### config.mk
export PLATFORM = sky130hd
export DESIGN_NAME = reset_controller
export DESIGN_NICKNAME = d
export VERILOG_FILES = /design/src/rtl/reset_controller.v /design/src/rtl/low_level_filter.v
export VERILOG_INCLUDE_DIRS = /design/src /design/src/rtl
export SDC_FILE = /design/constraint.sdc
export NUM_CORES = 1
export LEC_CHECK = 0
export ABC_AREA = 1
export ABC_CLOCK_PERIOD_IN_PS = 1300
export BUFFER_PORTS_ARGS = -buffer_cell sky130_fd_sc_hd__buf_2
export CORE_MARGIN = 8
export CORE_UTILIZATION = 40
export CTS_CLUSTER_SIZE = 28
export DETAILED_ROUTE_END_ITERATION = 6
export PLACE_DENSITY = 0.69
export SYNTH_ARGS = -nofsm -noshare
export SYNTH_HDL_FRONTEND = slang
export SYNTH_SLANG_ARGS = --single-unit
### constraint.sdc
create_clock -name clk -period 1.3 [get_ports clk]
set_input_delay 0.195 -clock clk [delete_from_list [all_inputs] [get_ports clk]]
set_output_delay 0.195 -clock clk [all_outputs]
set_load 0.02 [all_outputs]
### src/rtl/reset_controller_defines.vh
`ifndef RESET_CONTROLLER_DEFINES_VH
`define RESET_CONTROLLER_DEFINES_VH

// ****************************************
// Timing
// ****************************************
`define CLK_PERIOD_PS 4000
// Pin filter minimum low time, ns
`define PIN_FILTER_NS 1000
`define PIN_FILTER_CYCLES ((`PIN_FILTER_NS * 1000) / `CLK_PERIOD_PS)
// Key-entry minimum low time, ns
`define KEY_FILTER_NS 2000
`define KEY_FILTER_CYCLES ((`KEY_FILTER_NS * 1000) / `CLK_PERIOD_PS)
// Reset hold time, us
`define HOLD_TIME_US 100
`define HOLD_CYCLES ((`HOLD_TIME_US * 1000000) / `CLK_PERIOD_PS)

// ****************************************
// Widths
// ****************************************
`define FILTER_CNT_W 16
`define HOLD_CNT_W 20
`define NUM_PERIPH 4

`endif

### src/rtl/reset_controller.v
`timescale 1ns/1ps
`include "reset_controller_defines.vh"

// Overview of operation
// - Hold stage keeps system reset until supply and clocks settle.
// - Reset pin is filtered; short low pulses are discarded.
// - Power-on detector pulse raises a hardware reset request.
// - Enabled key-entry pins held low long enough request reset.
// - Watchdog overflow raises a reset request.
// - Voltage detector resets only when its reset function is enabled.
// - Peripheral soft reset bit resets that peripheral's control bits.
// - Module enable bit may have no reset effect per peripheral.
// - Three groups: wide hardware, pin and power, software.
// - A group resets whenever any of its sources requests.
// - Wide hardware group released only after the hold time.
// - Software group released at once when request ends.
module reset_controller #(
   parameter HOLD_CYCLES = `HOLD_CYCLES,
   parameter PIN_CYCLES = `PIN_FILTER_CYCLES,
   parameter KEY_CYCLES = `KEY_FILTER_CYCLES,
   parameter NUM_PERIPH = `NUM_PERIPH,
   parameter [NUM_PERIPH-1:0] ENABLE_RESETS = {NUM_PERIPH{1'b1}}
) (
   // Clock and reset
   input wire clk,
   input wire rst_b,
   // External pins
   input wire reset_pin_n,
   input wire [1:0] key_pins_n,
   input wire key_reset_enable,
   // Internal sources
   input wire power_on_detect,
   input wire watchdog_overflow,
   input wire voltage_drop_detect,
   input wire voltage_reset_enable,
   // Peripheral software reset bits
   input wire [NUM_PERIPH-1:0] module_enable_bit,
   input wire [NUM_PERIPH-1:0] peripheral_soft_reset_bit,
   // Group resets, active low
   output reg hw_reset_group_wide_n,
   output reg hw_reset_group_pin_power_n,
   output reg [NUM_PERIPH-1:0] sw_reset_group_n
);

   // ****************************************
   // Synchronisers
   // ****************************************
   reg pin_meta;
   reg pin_sync;
   reg [1:0] key_meta;
   reg [1:0] key_sync;
   reg por_meta;
   reg por_sync;

   always @(posedge clk) begin
      if (!rst_b) begin
         pin_meta <= 1'b1;
         pin_sync <= 1'b1;
         key_meta <= 2'h3;
         key_sync <= 2'h3;
         por_meta <= 1'b0;
         por_sync <= 1'b0;
      end else begin
         pin_meta <= reset_pin_n;
         pin_sync <= pin_meta;
         key_meta <= key_pins_n;
         key_sync <= key_meta;
         por_meta <= power_on_detect;
         por_sync <= por_meta;
      end
   end

   // ****************************************
   // Source filters
   // ****************************************
   wire pin_req;
   wire key_req;

   low_level_filter #(
      .LEN(PIN_CYCLES)
   ) u_pin_filter (
      .clk(clk),
      .rst_b(rst_b),
      .in_n(pin_sync),
      .enable(1'b1),
      .req(pin_req)
   );

   low_level_filter #(
      .LEN(KEY_CYCLES)
   ) u_key_filter (
      .clk(clk),
      .rst_b(rst_b),
      .in_n(|key_sync),
      .enable(key_reset_enable),
      .req(key_req)
   );

   // ****************************************
   // Group requests
   // ****************************************
   // Power-on request
   wire por_req = por_sync;
   wire svd_req = voltage_drop_detect & voltage_reset_enable;
   wire wide_req = pin_req | por_req | key_req | svd_req | watchdog_overflow;
   wire pin_power_req = pin_req | por_req;

   // ****************************************
   // Hold stage
   // ****************************************
   // Held in reset from controller reset, so boot always waits a full hold
   reg [`HOLD_CNT_W-1:0] wide_cnt;
   reg [`HOLD_CNT_W-1:0] pp_cnt;
   reg wide_held;
   reg pp_held;

   always @(posedge clk) begin
      if (!rst_b) begin
         wide_cnt <= {`HOLD_CNT_W{1'b0}};
         wide_held <= 1'b1;
      end else if (wide_req) begin
         wide_cnt <= {`HOLD_CNT_W{1'b0}};
         wide_held <= 1'b1;
      end else if (wide_held) begin
         if (wide_cnt >= HOLD_CYCLES[`HOLD_CNT_W-1:0] - 20'h00001) begin
            wide_held <= 1'b0;
         end else begin
            wide_cnt <= wide_cnt + 20'h00001;
         end
      end
   end

   // Pin and power group also holds
   always @(posedge clk) begin
      if (!rst_b) begin
         pp_cnt <= {`HOLD_CNT_W{1'b0}};
         pp_held <= 1'b1;
      end else if (pin_power_req) begin
         pp_cnt <= {`HOLD_CNT_W{1'b0}};
         pp_held <= 1'b1;
      end else if (pp_held) begin
         if (pp_cnt >= HOLD_CYCLES[`HOLD_CNT_W-1:0] - 20'h00001) begin
            pp_held <= 1'b0;
         end else begin
            pp_cnt <= pp_cnt + 20'h00001;
         end
      end
   end

   // ****************************************
   // Outputs
   // ****************************************
   // Soft reset per peripheral
   wire [NUM_PERIPH-1:0] sw_req =
      peripheral_soft_reset_bit | (~module_enable_bit & ENABLE_RESETS);

   always @(posedge clk) begin
      if (!rst_b) begin
         hw_reset_group_wide_n <= 1'b0;
         hw_reset_group_pin_power_n <= 1'b0;
         sw_reset_group_n <= {NUM_PERIPH{1'b0}};
      end else begin
         hw_reset_group_wide_n <= ~(wide_req | wide_held);
         hw_reset_group_pin_power_n <= ~(pin_power_req | pp_held);
         sw_reset_group_n <= ~sw_req;
      end
   end

endmodule // reset_controller

### src/rtl/low_level_filter.v
`timescale 1ns/1ps
`include "reset_controller_defines.vh"

// Asserts req once in_n has been low for LEN consecutive cycles
module low_level_filter #(
   parameter LEN = 250
) (
   // Clock and reset
   input wire clk,
   input wire rst_b,
   // Filtered level
   input wire in_n,
   input wire enable,
   output reg req
);

   reg [`FILTER_CNT_W-1:0] count;

   always @(posedge clk) begin
      if (!rst_b) begin
         count <= {`FILTER_CNT_W{1'b0}};
         req <= 1'b0;
      end else if (in_n || !enable) begin
         // Any high sample discards the pulse
         count <= {`FILTER_CNT_W{1'b0}};
         req <= 1'b0;
      end else if (count >= LEN[`FILTER_CNT_W-1:0] - 16'h0001) begin
         req <= 1'b1;
      end else begin
         count <= count + 16'h0001;
      end
   end

endmodule // low_level_filter

==> results_dict.tcl <==
set metrics [dict create \
    path_buf_inv 1 \
    num_io_pins 24 \
    cts_max_level 3 \
    cp-end-kind "register" \
    cts_tree "done" \
    dieArea_mm2 0.0138 \
    cp.arrival_ns 1.66 \
    ys.flop_type "dfxtp_1" \
    setup.worst_path.class "reg -> reg" \
    swShare 0.230 \
    cp.required_ns 1.59 \
    seqPwrFrac 0.562 \
    netSwitchingPower_mw 1.14 \
    die_x_um 117 \
    rsz0062_at_grt "yes" \
    numCtsBuffers 9 \
    status "finished with violations" \
    nNetsFinal 701 \
    worst_pin_slew_ns 0.446 \
    final_layout_size_suffix_gt1_frac 0.405 \
    ant_nets 0 \
    dpl.cell_count 787 \
    drt_iter0_markers 167 \
    cpLargestDelayFamily "simple AND/OR/NAND/NOR gates" \
    synth_top_area_frac 0.438 \
    drv_slew 0 \
    drc 0 \
    synth_seq_cells 90 \
    maxSlewHeadroom 0.702 \
    clock.fmax_mhz 731 \
    slowest_delay_ns 0.36 \
    hold_class "in -> reg" \
    postLayoutCoreUtil 0.572 \
    setup_violations 25 \
    yosysSeqAreaShare 0.438 \
    cp_max_fo 3 \
    critical-path-slowest-cell "dfxtp_2" \
    finalClockSkew_ns 0.0115 \
    antenna_found_initial 0 \
    period_minus_slack_ns 1.37 \
    wl_met3_um 421 \
    failed_checks "setup timing" \
    grt_max_degree 23 \
    rows 37 \
    startpoint_type "register" \
    peakVddDrop_uv 433 \
    cts.clk_slew.worst_paths_ns 0.09 \
    wl_per_cell_um 12.6 \
    syn_area_per_cell_um2 7.11 \
    fillCellCount 864 \
    totalWireLength_um 10300 \
    track_usage 0.135 \
    synthArstFlopShare 0 \
    synth.area.top_cells "dfxtp_1 44%, nand2_1 12%, nor2_1 7.8%" \
    synth_edf_count 0 \
    gp_congestion 0.881 \
    routed-via-count 3909 \
    regArea_mm2 0.00184 \
    die_height_um 117 \
    fin_tns_setup_ns -0.650 \
    synth_area_mm2 0.00411 \
    layoutNonFillerInstCount 818 \
    synth_cell_types 27 \
    routed.top_layer "met4" \
    dr_wl_met2_um 5340 \
    yosysTopAreaCell "dfxtp_1" \
    vias_per_cell 4.78 \
    synthCells 579 \
    hold_viol 0 \
    p_int_mw 3.83 \
    clockRootBuffer "clkbuf_8" \
    cts.path.max_buffers 2 \
    setup_slack_ns -0.0679 \
    wl_met1_um 4290 \
    multi_input_area_mm2 0.00250 \
    ys_warn_count 0 \
    clk_latency_ns 0.37 \
    power_density_mw_per_mm2 857 \
    whs_ns 0.0241 \
    coreArea_mm2 0.0101 \
    path_cells "buf_4 -> nand2_1 -> nor2_2 -> nand2_2 -> xor2_2 -> nand3_4 -> a21oi_2" \
    clkSinkCount 90 \
    leakage_nw 2.29 \
    grt_pass1_vias 3675 \
    area_growth_pct 41.0 \
    grt_overflow_total 0 \
    ff2ff_setup_slack_ns -0.07 \
    antenna_cells 0 \
    p_clk_frac 0.398 \
    initial_core_util 0.406 \
    min_period_over_period 1.05 \
    io_buffers 23 \
    grt_first_pass_wirelength_um 15700 \
    dp_hpwl_um 6450 \
    p_comb_frac 0.040 \
    drt-pass1-iter-count 4 \
    drv_cap 0 \
    syn_nets 603 \
]
==> metrics by stage <==
step | area (um2) | power, mW | setup slack (ns)
after floorplan | 4150 | 2.95 | 0.00803
after global placement | 4830 | 3.02 | -0.0273
after detailed placement | 4830 | 3.02 | -0.115
after CTS | 5230 | 5.01 | -0.0187
after global routing | 5800 | 5.14 | -0.155
final | 5800 | 4.97 | -0.0679
==> kinds of logic after synthesis <==
kind of cell,after synthesis,share of synthesized area
AO/OA/AOI/OAI,54,0.0666
XOR/XNOR,21,0.0447
adder cells (fa/ha/maj),6,0.0182
buffers and inverters,94,0.0964
flip-flops,90,0.438
AND/OR/NAND/NOR,314,0.336
==> path summary, 6_finish.rpt <==
path / startpoint / to / cells past startpoint
worst max-delay path: wide_cnt[1]$_SDFFE_PP0P_ / wide_cnt[5]$_SDFFE_PP0P_ / 7
worst min-delay path: peripheral_soft_reset_bit[2] / sw_reset_group_n[2]$_SDFF_PN0_ / 2
worst max register to register: wide_cnt[1]$_SDFFE_PP0P_ / wide_cnt[5]$_SDFFE_PP0P_ / 7
worst min register to register: por_meta$_SDFF_PN0_ / por_req$_SDFF_PN0_ / 2
==> Yosys cell counts, drive strengths merged (4+ instances only) <==
library cell	number
buf	10
xor2	15
clkbuf	4
nand4	11
a21oi	42
dfxtp	90
nor2	88
xnor2	6
o21ai	12
nand2	144
nand3	51
inv	79
nor3	13
ha	6
or2	6
==> power by group through the flow <==
stage,combinational (mW),clock (mW),sequential [mW]
2_1_floorplan,0.0792,0,2.87
3_5_place_dp,0.161,0,2.86
3_3_place_gp,0.157,0,2.86
4_1_cts,0.177,2.03,2.80
5_1_grt,0.221,2.12,2.80
6_report,0.199,1.98,2.79
==> metal layers <==
metal	up-vias	track usage
met2	82	0.234
met4	0	0.0673
met5	-	0
li1	2007	-
met3	27	0.0369
met1	1793	0.149
==> state kept, by name, summed over array words and instances (netlist names) <==
register / cells
wide_cnt: 20
key_meta: 2
u_pin_filter.count: 16
u_pin_filter.req: 1
por_req: 1
wide_held: 1
hw_reset_group_wide_n: 1
u_key_filter.count: 16
sw_reset_group_n: 4
pp_cnt: 20
key_sync: 2
por_meta: 1
pin_meta: 1
pin_sync: 1
pp_held: 1
hw_reset_group_pin_power_n: 1
u_key_filter.req: 1
==> cells in the final DEF, fill, tap and decap left out, types with 3 or more instances in the layout <==
cell type	instances
nand2_1	111
inv_1	70
nor2_1	67
dfxtp_1	62
buf_4	57
nand3_1	26
dfxtp_2	26
a21oi_1	24
nand3_2	23
buf_2	23
nand2_2	22
a21oi_2	18
nor2_2	17
xor2_1	14
nand4_1	11
buf_6	11
clkbuf_8	10
nand2_4	9
inv_2	7
o21ai_2	7
nor3_2	6
xnor2_1	6
or2_2	6
nor3_4	5
ha_4	5
dlygate4sd3_1	5
nand2_8	4
nor2_4	4
o21ai_1	3
inv_6	3
==> final cells by class <==
| type | instances | area share |
|---|---|---|
| Multi-Input combinational cell | 397 | 0.431 |
| Sequential cell | 90 | 0.318 |
| Timing Repair Buffer | 99 | 0.135 |
| Inverter | 80 | 0.0531 |
| Tap cell | 136 | 0.0293 |
| Clock buffer | 11 | 0.0244 |
| Clock inverter | 5 | 0.0104 |
==> repair_timing <==
action / in CTS / in global routing
hold buffers: 5 / 0
pin swaps: 7 / 64
cloned: 0 / 3
gates resized for setup: 45 / 142
buffers inserted: 3 / 4
hold endpoints to repair: 5 / 0
setup endpoints to repair: 46 / 49
Power figures use the tool's default switching activity.
